==> config.mk <==
export PLATFORM = sky130hd
export DESIGN_NAME = bcri_top
export DESIGN_NICKNAME = d
export VERILOG_FILES = /design/src/inc/bcri_pkg.sv /design/src/rtl/bcri_pw_check.sv /design/src/rtl/bcri_validate.sv /design/src/rtl/bcri_top.sv
export VERILOG_INCLUDE_DIRS = /design/src /design/src/inc
export SDC_FILE = /design/constraint.sdc
export NUM_CORES = 1
export LEC_CHECK = 0
export ABC_AREA = 1
export ABC_CLOCK_PERIOD_IN_PS = 2800
export BUFFER_PORTS_ARGS = -buffer_cell sky130_fd_sc_hd__buf_2
export CAP_MARGIN = 10
export CORE_MARGIN = 2
export CORE_UTILIZATION = 61
export CTS_CLUSTER_DIAMETER = 40
export DETAILED_ROUTE_END_ITERATION = 6
export PLACE_DENSITY = 0.8
export SLEW_MARGIN = 20
export SYNTH_ARGS = -nofsm -noshare
export SYNTH_HDL_FRONTEND = slang
export SYNTH_HIERARCHICAL = 1
export SYNTH_SLANG_ARGS = --single-unit
==> constraint.sdc <==
create_clock -name sys_clk -period 2.8 [get_ports sys_clk]
set_clock_uncertainty 0.2 [all_clocks]
set_input_delay 0.56 -clock sys_clk [delete_from_list [all_inputs] [get_ports sys_clk]]
set_output_delay 0.56 -clock sys_clk [all_outputs]
set_load 0.01 [all_outputs]
==> src/inc/bcri_defines.svh <==
// bcri_defines.svh: offsets, command codes, field values and reset values
// of the breaker command register interpreter.
// assumes: included by bare name from the package, the rtl files except bcri_pw_check, and the bench.
`ifndef BCRI_DEFINES_SVH
`define BCRI_DEFINES_SVH

// command window, holding-register addresses
`define BCRI_ADDR_CODE      16'h1F3F
`define BCRI_ADDR_COUNT     16'h1F40
`define BCRI_ADDR_DEST      16'h1F41
`define BCRI_ADDR_SECURITY  16'h1F42
`define BCRI_ADDR_PW_HI     16'h1F43
`define BCRI_ADDR_PW_LO     16'h1F44
`define BCRI_ADDR_PARAM0    16'h1F45
`define BCRI_ADDR_PARAM1    16'h1F46

// response area
`define BCRI_ADDR_RSP_CODE   16'h1F53
`define BCRI_ADDR_RSP_STATUS 16'h1F54
`define BCRI_ADDR_RSP_BYTES  16'h1F55

// command codes
`define BCRI_CODE_ENERGY_MODE 16'hB88A
`define BCRI_CODE_CUR_DEMAND  16'hB88B
`define BCRI_CODE_PWR_DEMAND  16'hB88C
`define BCRI_CODE_OPEN        16'h0388
`define BCRI_CODE_CLOSE       16'h0389
`define BCRI_CODE_CLOSE_INHIB 16'h038E

// parameter counts
`define BCRI_COUNT_10 16'h000A
`define BCRI_COUNT_12 16'h000C
`define BCRI_COUNT_13 16'h000D
`define BCRI_COUNT_14 16'h000E

// fixed header values and field ranges
`define BCRI_DEST_VALUE     16'h1501
`define BCRI_SECURITY_PW    16'h0001
`define BCRI_INTERVAL_MIN   16'h0001
`define BCRI_INTERVAL_MAX   16'h003C
`define BCRI_METHOD_SLIDING 16'h0000
`define BCRI_ORIGIN_REMOTE  16'h0001
`define BCRI_FLAG_MAX       16'h0001

// words of the window that each command needs written before it runs
`define BCRI_NEED_HEADER 8'h1F
`define BCRI_NEED_P0     8'h3F
`define BCRI_NEED_P1     8'h7F

// reset values and the data byte count of set responses
`define BCRI_ENERGY_RESET  1'b0
`define BCRI_INHIBIT_RESET 1'b0
`define BCRI_RSP_BYTES_SET 16'h0000

`endif

==> src/inc/bcri_pkg.sv <==
// bcri_pkg: types of the breaker command register interpreter.
// assumes: bcri_defines.svh on the include path.
`include "bcri_defines.svh"

package bcri_pkg;

    // command status reported in the response area, 0 is success
    typedef enum logic [15:0] {
        BCRI_ST_OK           = 16'h0000,
        BCRI_ST_BAD_CODE     = 16'h0001,
        BCRI_ST_BAD_COUNT    = 16'h0002,
        BCRI_ST_BAD_DEST     = 16'h0003,
        BCRI_ST_BAD_SECURITY = 16'h0004,
        BCRI_ST_BAD_PASSWORD = 16'h0005,
        BCRI_ST_BAD_PARAM    = 16'h0006,
        BCRI_ST_INHIBITED    = 16'h0007
    } bcri_status_e;

    // whole state of the interpreter top
    typedef struct packed {
        logic [15:0] code;
        logic [15:0] count;
        logic [15:0] dest;
        logic [15:0] security;
        logic [15:0] pw_hi;
        logic [15:0] pw_lo;
        logic [15:0] param0;
        logic [15:0] param1;
        logic [7:0]  written;
        logic [15:0] rsp_code;
        logic [15:0] rsp_status;
        logic [15:0] rsp_bytes;
        logic        energy_signed;
        logic [5:0]  cur_interval;
        logic [5:0]  pwr_interval;
        logic        close_inhibit;
        logic        open_pulse;
        logic        close_pulse;
        logic        cmd_done;
        logic [15:0] rdata;
        logic        rvalid;
    } bcri_state_s;

endpackage : bcri_pkg

==> src/rtl/bcri_pw_check.sv <==
// bcri_pw_check: compares the two password words with the profiles.
// assumes: purely combinational, inputs are registered by the caller.
`timescale 1ns/1ps
`default_nettype none

module bcri_pw_check #(
    parameter logic [31:0] ADMIN_PASSWORD    = 32'h0000_0001,
    parameter logic [31:0] OPERATOR_PASSWORD = 32'h0000_0002
) (
    input  wire logic [15:0] pw_hi,
    input  wire logic [15:0] pw_lo,
    output logic             admin_ok,
    output logic             operator_ok
);
    import bcri_pkg::*;

    // high word sits at the lower address of the octet string
    assign admin_ok    = ({pw_hi, pw_lo} == ADMIN_PASSWORD);
    assign operator_ok = ({pw_hi, pw_lo} == OPERATOR_PASSWORD);

endmodule : bcri_pw_check

`default_nettype wire

==> src/rtl/bcri_validate.sv <==
// bcri_validate: decodes the command code and checks the command block.
// assumes: combinational; block fields come from the caller's registers.
`timescale 1ns/1ps
`default_nettype none
`include "bcri_defines.svh"

module bcri_validate (
    input  wire logic [15:0]         code,
    input  wire logic [15:0]         count,
    input  wire logic [15:0]         dest,
    input  wire logic [15:0]         security,
    input  wire logic [15:0]         param0,
    input  wire logic [15:0]         param1,
    input  wire logic                admin_ok,
    input  wire logic                operator_ok,
    input  wire logic                close_inhibit,
    output bcri_pkg::bcri_status_e   status,
    output logic [7:0]               need_mask
);
    import bcri_pkg::*;

    logic [15:0] exp_count;
    logic        known;
    logic        admin_only;
    logic        param_ok;
    logic        inhibited;

    // per-code expectations: count, words needed, profile, parameter range
    always_comb begin
        exp_count  = `BCRI_COUNT_10;
        known      = 1'b1;
        admin_only = 1'b1;
        param_ok   = 1'b1;
        inhibited  = 1'b0;
        need_mask  = `BCRI_NEED_HEADER;
        case (code)
            `BCRI_CODE_ENERGY_MODE: begin
                exp_count = `BCRI_COUNT_12;
                need_mask = `BCRI_NEED_P0;
                param_ok  = (param0 <= `BCRI_FLAG_MAX);
            end
            `BCRI_CODE_CUR_DEMAND: begin
                exp_count = `BCRI_COUNT_12;
                need_mask = `BCRI_NEED_P0;
                param_ok  = (param0 >= `BCRI_INTERVAL_MIN) &&
                            (param0 <= `BCRI_INTERVAL_MAX);
            end
            `BCRI_CODE_PWR_DEMAND: begin
                exp_count = `BCRI_COUNT_14;
                need_mask = `BCRI_NEED_P1;
                param_ok  = (param0 == `BCRI_METHOD_SLIDING) &&
                            (param1 >= `BCRI_INTERVAL_MIN) &&
                            (param1 <= `BCRI_INTERVAL_MAX);
            end
            `BCRI_CODE_OPEN: begin
                exp_count  = `BCRI_COUNT_10;
                admin_only = 1'b0;
            end
            `BCRI_CODE_CLOSE: begin
                exp_count  = `BCRI_COUNT_10;
                admin_only = 1'b0;
                inhibited  = close_inhibit;
            end
            `BCRI_CODE_CLOSE_INHIB: begin
                exp_count  = `BCRI_COUNT_13;
                admin_only = 1'b0;
                need_mask  = `BCRI_NEED_P1;
                param_ok   = (param0 <= `BCRI_FLAG_MAX) &&
                             (param1 == `BCRI_ORIGIN_REMOTE);
            end
            default: begin
                known = 1'b0;
            end
        endcase
    end

    // first failing check decides the reported status
    always_comb begin
        if (!known) begin
            status = BCRI_ST_BAD_CODE;
        end else if (count != exp_count) begin
            status = BCRI_ST_BAD_COUNT;
        end else if (dest != `BCRI_DEST_VALUE) begin
            status = BCRI_ST_BAD_DEST;
        end else if (security != `BCRI_SECURITY_PW) begin
            status = BCRI_ST_BAD_SECURITY;
        end else if (!(admin_ok || (!admin_only && operator_ok))) begin
            status = BCRI_ST_BAD_PASSWORD;
        end else if (!param_ok) begin
            status = BCRI_ST_BAD_PARAM;
        end else if (inhibited) begin
            status = BCRI_ST_INHIBITED;
        end else begin
            status = BCRI_ST_OK;
        end
    end

endmodule : bcri_validate

`default_nettype wire

==> src/rtl/bcri_top.sv <==
// bcri_top: command-register interpreter of a breaker communication
// interface; holding registers in, settings and breaker orders out.
// assumes: one holding-register access per cycle from the protocol layer,
// all inputs synchronous to sys_clk.
`timescale 1ns/1ps
`default_nettype none
`include "bcri_defines.svh"

module bcri_top #(
    parameter logic [31:0] ADMIN_PASSWORD       = 32'h0000_0001,
    parameter logic [31:0] OPERATOR_PASSWORD    = 32'h0000_0002,
    parameter logic [5:0]  DEF_CURRENT_INTERVAL = 6'h0F,
    parameter logic [5:0]  DEF_POWER_INTERVAL   = 6'h0F
) (
    input  wire logic        sys_clk,
    input  wire logic        reset,
    input  wire logic [15:0] reg_addr,
    input  wire logic        reg_wr,
    input  wire logic [15:0] reg_wdata,
    input  wire logic        reg_rd,
    output logic [15:0]      reg_rdata,
    output logic             reg_rvalid,
    output logic             energy_mode_signed,
    output logic [5:0]       current_demand_interval,
    output logic [5:0]       power_demand_interval,
    output logic             close_inhibited,
    output logic             breaker_open_order,
    output logic             breaker_close_order,
    output logic             cmd_done
);
    import bcri_pkg::*;

    // constant reset image; settings start at their factory values
    localparam bcri_state_s RESET_STATE = '{
        energy_signed: `BCRI_ENERGY_RESET,
        cur_interval:  DEF_CURRENT_INTERVAL,
        pwr_interval:  DEF_POWER_INTERVAL,
        close_inhibit: `BCRI_INHIBIT_RESET,
        default:       '0
    };

    bcri_state_s  state_reg;
    bcri_state_s  state_next;
    logic         admin_ok;
    logic         operator_ok;
    bcri_status_e status;
    logic [7:0]   need_mask;
    logic         fire;

    // password profiles, checked against the stored block
    bcri_pw_check #(
        .ADMIN_PASSWORD    (ADMIN_PASSWORD),
        .OPERATOR_PASSWORD (OPERATOR_PASSWORD)
    ) u_pw_check (
        .pw_hi       (state_reg.pw_hi),
        .pw_lo       (state_reg.pw_lo),
        .admin_ok    (admin_ok),
        .operator_ok (operator_ok)
    );

    // command decode and block checks
    bcri_validate u_validate (
        .code          (state_reg.code),
        .count         (state_reg.count),
        .dest          (state_reg.dest),
        .security      (state_reg.security),
        .param0        (state_reg.param0),
        .param1        (state_reg.param1),
        .admin_ok      (admin_ok),
        .operator_ok   (operator_ok),
        .close_inhibit (state_reg.close_inhibit),
        .status        (status),
        .need_mask     (need_mask)
    );

    // run once the code word and every word the code needs, except the high password word, are written;
    // the mask is built from writes since the last run, so a stale
    // parameter from an earlier block never completes a new one
    assign fire = state_reg.written[0] &&
                  ((state_reg.written & need_mask) == need_mask);

    // next-state logic: execution, then register writes, then reads
    always_comb begin
        state_next             = state_reg;
        state_next.open_pulse  = 1'b0;
        state_next.close_pulse = 1'b0;
        state_next.cmd_done    = 1'b0;
        state_next.rvalid      = 1'b0;

        // execution uses the stored block, one cycle after it completed
        if (fire) begin
            state_next.written    = 8'h00;
            state_next.rsp_code   = state_reg.code;
            state_next.rsp_status = status;
            // set commands return no data bytes
            state_next.rsp_bytes  = `BCRI_RSP_BYTES_SET;
            state_next.cmd_done   = 1'b1;
            if (status == BCRI_ST_OK) begin
                case (state_reg.code)
                    `BCRI_CODE_ENERGY_MODE: begin
                        state_next.energy_signed =
                            state_reg.param0[0];
                    end
                    `BCRI_CODE_CUR_DEMAND: begin
                        state_next.cur_interval =
                            state_reg.param0[5:0];
                    end
                    `BCRI_CODE_PWR_DEMAND: begin
                        state_next.pwr_interval =
                            state_reg.param1[5:0];
                    end
                    `BCRI_CODE_OPEN: begin
                        state_next.open_pulse = 1'b1;
                    end
                    `BCRI_CODE_CLOSE: begin
                        state_next.close_pulse = 1'b1;
                    end
                    `BCRI_CODE_CLOSE_INHIB: begin
                        state_next.close_inhibit =
                            state_reg.param0[0];
                    end
                    default: begin
                        state_next.cmd_done = 1'b1;
                    end
                endcase
            end
        end

        // holding-register writes; a write in the firing cycle is kept,
        // its written bit starts the next block instead of being lost
        if (reg_wr) begin
            if (reg_addr == `BCRI_ADDR_CODE) begin
                state_next.code       = reg_wdata;
                state_next.written[0] = 1'b1;
            end else if (reg_addr == `BCRI_ADDR_COUNT) begin
                state_next.count      = reg_wdata;
                state_next.written[1] = 1'b1;
            end else if (reg_addr == `BCRI_ADDR_DEST) begin
                state_next.dest       = reg_wdata;
                state_next.written[2] = 1'b1;
            end else if (reg_addr == `BCRI_ADDR_SECURITY) begin
                state_next.security   = reg_wdata;
                state_next.written[3] = 1'b1;
            end else if (reg_addr == `BCRI_ADDR_PW_HI) begin
                state_next.pw_hi      = reg_wdata;
                state_next.written[4] = 1'b0 | state_next.written[4];
            end else if (reg_addr == `BCRI_ADDR_PW_LO) begin
                // only the low password word sets the password entry of the mask
                state_next.pw_lo      = reg_wdata;
                state_next.written[4] = 1'b1;
            end else if (reg_addr == `BCRI_ADDR_PARAM0) begin
                state_next.param0     = reg_wdata;
                state_next.written[5] = 1'b1;
            end else if (reg_addr == `BCRI_ADDR_PARAM1) begin
                state_next.param1     = reg_wdata;
                state_next.written[6] = 1'b1;
            end else begin
                // response area is read-only, other addresses ignored
                state_next.written = state_next.written;
            end
        end

        // reads answer one cycle later; unmapped addresses read zero
        if (reg_rd) begin
            state_next.rvalid = 1'b1;
            if (reg_addr == `BCRI_ADDR_CODE) begin
                state_next.rdata = state_reg.code;
            end else if (reg_addr == `BCRI_ADDR_COUNT) begin
                state_next.rdata = state_reg.count;
            end else if (reg_addr == `BCRI_ADDR_DEST) begin
                state_next.rdata = state_reg.dest;
            end else if (reg_addr == `BCRI_ADDR_SECURITY) begin
                state_next.rdata = state_reg.security;
            end else if (reg_addr == `BCRI_ADDR_PW_HI) begin
                state_next.rdata = state_reg.pw_hi;
            end else if (reg_addr == `BCRI_ADDR_PW_LO) begin
                state_next.rdata = state_reg.pw_lo;
            end else if (reg_addr == `BCRI_ADDR_PARAM0) begin
                state_next.rdata = state_reg.param0;
            end else if (reg_addr == `BCRI_ADDR_PARAM1) begin
                state_next.rdata = state_reg.param1;
            end else if (reg_addr == `BCRI_ADDR_RSP_CODE) begin
                state_next.rdata = state_reg.rsp_code;
            end else if (reg_addr == `BCRI_ADDR_RSP_STATUS) begin
                state_next.rdata = state_reg.rsp_status;
            end else if (reg_addr == `BCRI_ADDR_RSP_BYTES) begin
                state_next.rdata = state_reg.rsp_bytes;
            end else begin
                state_next.rdata = 16'h0000;
            end
        end
    end

    // single state register, synchronous reset to the constant image
    always_ff @(posedge sys_clk) begin
        if (reset) begin
            state_reg <= RESET_STATE;
        end else begin
            state_reg <= state_next;
        end
    end

    // every output is a field of the state register
    assign reg_rdata               = state_reg.rdata;
    assign reg_rvalid              = state_reg.rvalid;
    assign energy_mode_signed      = state_reg.energy_signed;
    assign current_demand_interval = state_reg.cur_interval;
    assign power_demand_interval   = state_reg.pwr_interval;
    assign close_inhibited         = state_reg.close_inhibit;
    // one-cycle orders; breaker position is confirmed elsewhere
    assign breaker_open_order      = state_reg.open_pulse;
    assign breaker_close_order     = state_reg.close_pulse;
    assign cmd_done                = state_reg.cmd_done;

endmodule : bcri_top

`default_nettype wire

[Word-level counts from Yosys, hierarchy flattened]
Index checks and enable logic that the tools add are counted.
Operators by class
  divide/modulo/power cells: 0
  add/sub/neg operators: 0
  bitwise gates (word level): 10
  multipliers: 0
  order comparisons: 5
  eq/ne operators: 23
  mux-type cells: 68
  reduce and logical (&&, ||, !) cells: 27
  shift-type cells: 0
Operators by type and width (count)
  $mux W16: 16
  $eq A16 B13 Y1 const B: 10
  $mux W73: 1
  $mux W6: 11
  $eq A16 B10 Y1 const B: 3
  $eq A16 B16 Y1 const B: 3
  $mux W5: 9
  $eq A32 B1 Y1 const B: 1
  $eq A32 B2 Y1 const B: 1
  $ge A16 B1 Y1 const B: 2
  $le A16 B6 Y1 const B: 2
  $logic_not A16 Y1: 2
  $mux W1: 17
  $mux W17: 1
  $eq A16 B1 Y1 const B: 1
  $le A16 B1 Y1 const B: 1
  $ne A16 B1 Y1 const B: 1
  $ne A16 B13 Y1 const B: 1
  $ne A16 B4 Y1: 1
  $reduce_and A3 Y1: 5
  $pmux W7 S2: 1
  $mux W4: 3
  $mux W3: 3
  $not A1 Y1: 9
  18 further kinds: 28
Word-level totals
  latch bits: 0
  output and inout bits: 34
  memories kept: 0
  bits in writable memories: 0
  register bits after elaboration: 202
  bits in read-only memories: 0

[Longest topological paths before layout]
  word-level depth: 36
  mapped depth: 20

[Modules after synthesis]
The synthesis kept the hierarchy.
Modules (own cells, without submodules)
  bcri_top: area an instance 9111.2 um^2, seq. area each 4023.9 um^2, cells an instance 1239, times used 1
  bcri_validate: area an instance 1063.5 um^2, seq. area each 0.0 um^2, cells an instance 224, times used 1
  bcri_pw_check: area an instance 145.1 um^2, seq. area each 0.0 um^2, cells an instance 38, times used 1

[Worst setup path before layout]
OpenSTA, ideal clock, no wires.
  kind: flip-flop to flip-flop
  from: reg state_reg[205] in the netlist's numbering
  to: reg state_reg (netlist bit power_demand_interval[0])
  required time: 2.462 ns
  cell stages (with the launch flop): 21
  buffers on the path: 1
  setup time: 0.138 ns
  arrival: 2.233 ns
  slack: 0.229 ns
  period minus slack after synthesis: 2.571 ns
  cells stage by stage: dfxtp_1 nand2_1 inv_1 nand2_1 nor2_1 nand2_2 nand2_4 inv_2 nand2_4 nand3b_1 nand2_1 nand3_1 nor2_1 nor2_1 nor2_1 nand3_1 nor3_2 buf_2 nand2_1 nand2_1 o211ai_1
RTL lines
  start: declaration: RTL line bcri_top.sv:42  | bcri_state_s state_reg;
  start signal: assignment: RTL line bcri_top.sv:199  | state_reg <= state_next;
  $eq A16 B16 Y1 / $eq A16 B10 Y1 (equally long branches): RTL line bcri_validate.sv:36  | case (code)
  $reduce_or A2 Y1 (no source line)
  $pmux W7 S2 *: RTL line bcri_validate.sv:36
  via need_mask[6]: RTL line bcri_top.sv:47  | logic [7:0] need_mask;
  $and A8 B8 Y8: RTL line bcri_top.sv:80  | ((state_reg.written & need_mask) == need_mask);
  $eq A8 B8 Y1 *: RTL line bcri_top.sv:80
  $logic_and A1 B1 Y1 *: RTL line bcri_top.sv:79  | assign fire = state_reg.written[0] &&
  $reduce_and A3 Y1 (no source line) *
Mark *: on every way through the listed nets, which the timed path passes. The rest lies on a longest branch.
A chain may end at the register's enable or synchronous reset.

[Worst setup path after layout]
  from: reg state_reg[209] in the netlist's numbering
  to: reg state_reg (netlist bit energy_mode_signed)
Between the ends
  longest elaborated chain between the ends: 11
RTL lines
  $eq A16 B10 Y1: RTL line bcri_validate.sv:36
  $mux W1 / $reduce_or A3 Y1 (equally long branches)
  $mux W3 / $logic_and A1 B1 Y1 (equally long branches): RTL line bcri_validate.sv:91, bcri_validate.sv:87
  $mux W16 / $logic_or A1 B1 Y1 (equally long branches): RTL line bcri_validate.sv:89, bcri_validate.sv:87
  $mux W16: RTL line bcri_validate.sv:87  | end else if (!(admin_ok || (!admin_only && operator_ok))) begin
  $mux W16: RTL line bcri_validate.sv:85  | end else if (security != `BCRI_SECURITY_PW) begin
  $mux W16: RTL line bcri_validate.sv:83  | end else if (dest != `BCRI_DEST_VALUE) begin
  $mux W16: RTL line bcri_validate.sv:81  | end else if (count != exp_count) begin
  $mux W16 *: RTL line bcri_validate.sv:79  | if (!known) begin
  via status[1]: RTL line bcri_top.sv:46  | bcri_status_e status;
  $logic_not A16 Y1 *: RTL line bcri_top.sv:98  | if (status == BCRI_ST_OK) begin
  $reduce_and A3 Y1 (no source line) *
Marked as above.

==> run summary <==
Status = complete, but fails checks
Failing checks = negative setup slack
Hold Slack = 0.142 ns
Initial antenna violation count = 0
DP Area = 0.0109 sq mm
Total GRT Usage = 36.0%
Post-DRT Antenna Nets = 0
Yosys top cell area share = 39.0%
Setup crit end kind = register
DRT Wirelength = 32.7 mm
IO Port Bufs = 69
Share of layout cells above drive strength 1 = 20.6%
Mapped Area = 0.0103 sq mm
Cell Chain, Critical Path = inv_2 > nor2_4 > nand2_4 > nor2_4 > nand2_4 > buf_4 > inv_1 > nand2_1 > nand2_1 > nand2_1 > nand3_1 > a21oi_1 > nor2_1 > nor2_2 > nor2_2 > nand3_2 > nor3_2 > buf_6 > buf_6 > nand2_1 > nand2_1 > a21oi_1
Tmin final = 2.81 ns
Top FF cell, synth = dfxtp_1
DR WL/cell = 17.8 um
Worst-margin pin slew = 1.03 ns
Yosys warnings = 6
Worst Hold Class = in -> reg
Final core utilization = 74.3%
Area growth from synthesis to layout = 19.3%
HPWL after DPL = 23.0 mm
DR vias = 10,600
Global route overflow = 0
Most frequent cell after synthesis = nand2_1
Gpl congestion = 0.965
Non-Filler Instances = 1,831
Bufs on Longest Clock Path = 3
# DRC = 0
Most Frequent Cell on Critical Path = nand2_1
Leak = 5.20 nW
Mean Syn Cell Area = 6.88 sq um
Power Density = 586 mW/mm^2
Number of detailed-route iterations in the first pass = 7
Vias in the first global route = 9,576
Sequential fraction of the synthesis area = 39.0%
Crit path DAT = 2.97 ns
Largest net degree at the start of global routing = 110
Design Area, Final = 0.0123 sq mm
CP Launch Type = register
Largest register FFs = 167
Core area = 0.0166 sq mm
Pwr Total = 7.22 mW
Crit path kind = reg -> reg
Critical path data required time = 2.96 ns
Post-Synthesis Cells = 1,501
Initial Util = 62.2%
Initial DRC count = 1,129
Die H = 134 um
Final #Nets = 1,621
Final Cycle Share = 101%
Reg-to-reg slack, setup = -0.01 ns
Hold Vio Cnt, Final = 0
Max_slew headroom = 31.0%
Crit Path Max Fanout = 6
Max stage delay on crit path = 0.34 ns
Final slew viol count = 0
Final setup vio count = 2
Number of vias per cell = 5.77
Synth top area cells = dfxtp_1 39%, nand2_1 10%, nor2_1 7.6%
Critical Path Slowest Stage Cell = dfxtp_2
Async set-reset flop share out of synthesis = 0%
Die Width = 134 um
Clock Tree Root = clkbuf_16
PnR worst setup slack = -0.0149 ns
Number of buffers created by CTS = 35
Clk slew on worst S/H paths = 0.06 ns
Netlist cell types = 42
Worst skew pair latency = 0.52 ns
Row cnt = 47
First-pass GRT wire length = 50.6 mm
Peak Freq = 0.355 GHz
CTS Sinks = 201
Max Cap Viol = 0
I/O pin count = 70
H-tree level count = 2
Post-synth top cells = 285 x nand2_1, 209 x nor2_1, 201 x dfxtp_1
Number of instances in the placed design = 1,758
RSZ-0062 raised after global routing = true
Hold-fix buffer count after cts = 0
VDD IR-drop max = 0.513 mV
Yosys top cell by area = dfxtp_1
Die ar. = 0.0180 sq mm
Post-synth EDFFs = 0
FF+latch count, synth = 201
TritonCTS clock tree = yes
## per-stage QoR
stage	setup WS, ns	TNS (ns)
6_report	-0.0149	-0.0161
4_1_cts	0.000254	0
3_5_place_dp	-0.0820	-1.33
2_1_floorplan	0.229	0
3_3_place_gp	-0.0934	-0.922
5_1_grt	-0.165	-1.75
## critical path, delay by kind of cell, from the launching register on
family	cells	cell delay, ns
AO/OA/AOI/OAI	2	0.13
buffers and inverters	5	0.55
flip-flops	1	0.34
AND/OR/NAND/NOR	15	1.45
## power breakdown
part	switching, mW	internal, mW
clock network	1.52	2.62
logic	0.169	0.0523
registers	0.000799	2.86
total	1.69	5.53
## cell type report
class,count,area [sq um]
inverter,170,643
antenna,1,2.50
sequential,201,4060
clock inverter,20,203
tap,220,275
clock buffer,42,943
fill,1312,4270
timing repair buffer,142,998
multi-input combinational,1035,5190
## layout by cell type, fill, tap and decap left out, types with 5 or more instances in the layout
master and count:
inv_2 18, nand3_2 6, nand4_1 36, nor2_4 17, dfxtp_2 8, inv_1 149, nand3_1 63, buf_2 68
o211ai_1 7, clkbuf_16 36, o21ai_1 6, a211oi_1 47, or2_2 5, dfxtp_1 186, dfxtp_4 7, buf_4 63
nor3_1 8, nor3_2 6, clkinvlp_4 5, nand2_2 14, nor2_1 193, nor2_2 26, conb_1 19, nand3b_1 5
o21ai_0 107, nand2_4 9, a211oi_2 5, buf_12 7, nand2_1 276, a21oi_1 148, clkinv_2 5, nor4_1 13
## repair_timing
item	4_1_cts	5_1_grt
gates resized for setup	15	61
setup endpoints to repair	15	37
pin swaps	3	48
setup buffers	4	8
## worst paths after layout
check	startpoint	to	cells after the start
setup reg to reg	state_reg[209]	energy_mode_signed	22
hold reg to reg	energy_mode_signed	energy_mode_signed	2
setup / recovery	state_reg[209]	energy_mode_signed	22
hold / removal	reg_wdata[12]	state_reg[118]	3
## cell families (layout without fill, tap and decap cells)
| group | after synthesis | count (layout) | synth area share, % |
|---|---|---|---|
| compound gates | 330 | 330 | 18.0 |
| buf+inv | 282 | 374 | 12.7 |
| flops | 201 | 201 | 39.0 |
| other cells | 2 | 20 | 0.0728 |
| simple gates | 686 | 686 | 30.2 |
## layer usage
layer  wire [um]  up-vias  track usage, %
li1            -     5045               -
met1       12700     4827            45.4
met2       15000      566            58.6
met3        3260      124            7.63
met4        1650        0            18.3
met5           0        -               0
No activity file was read; power rests on OpenSTA's default activity.
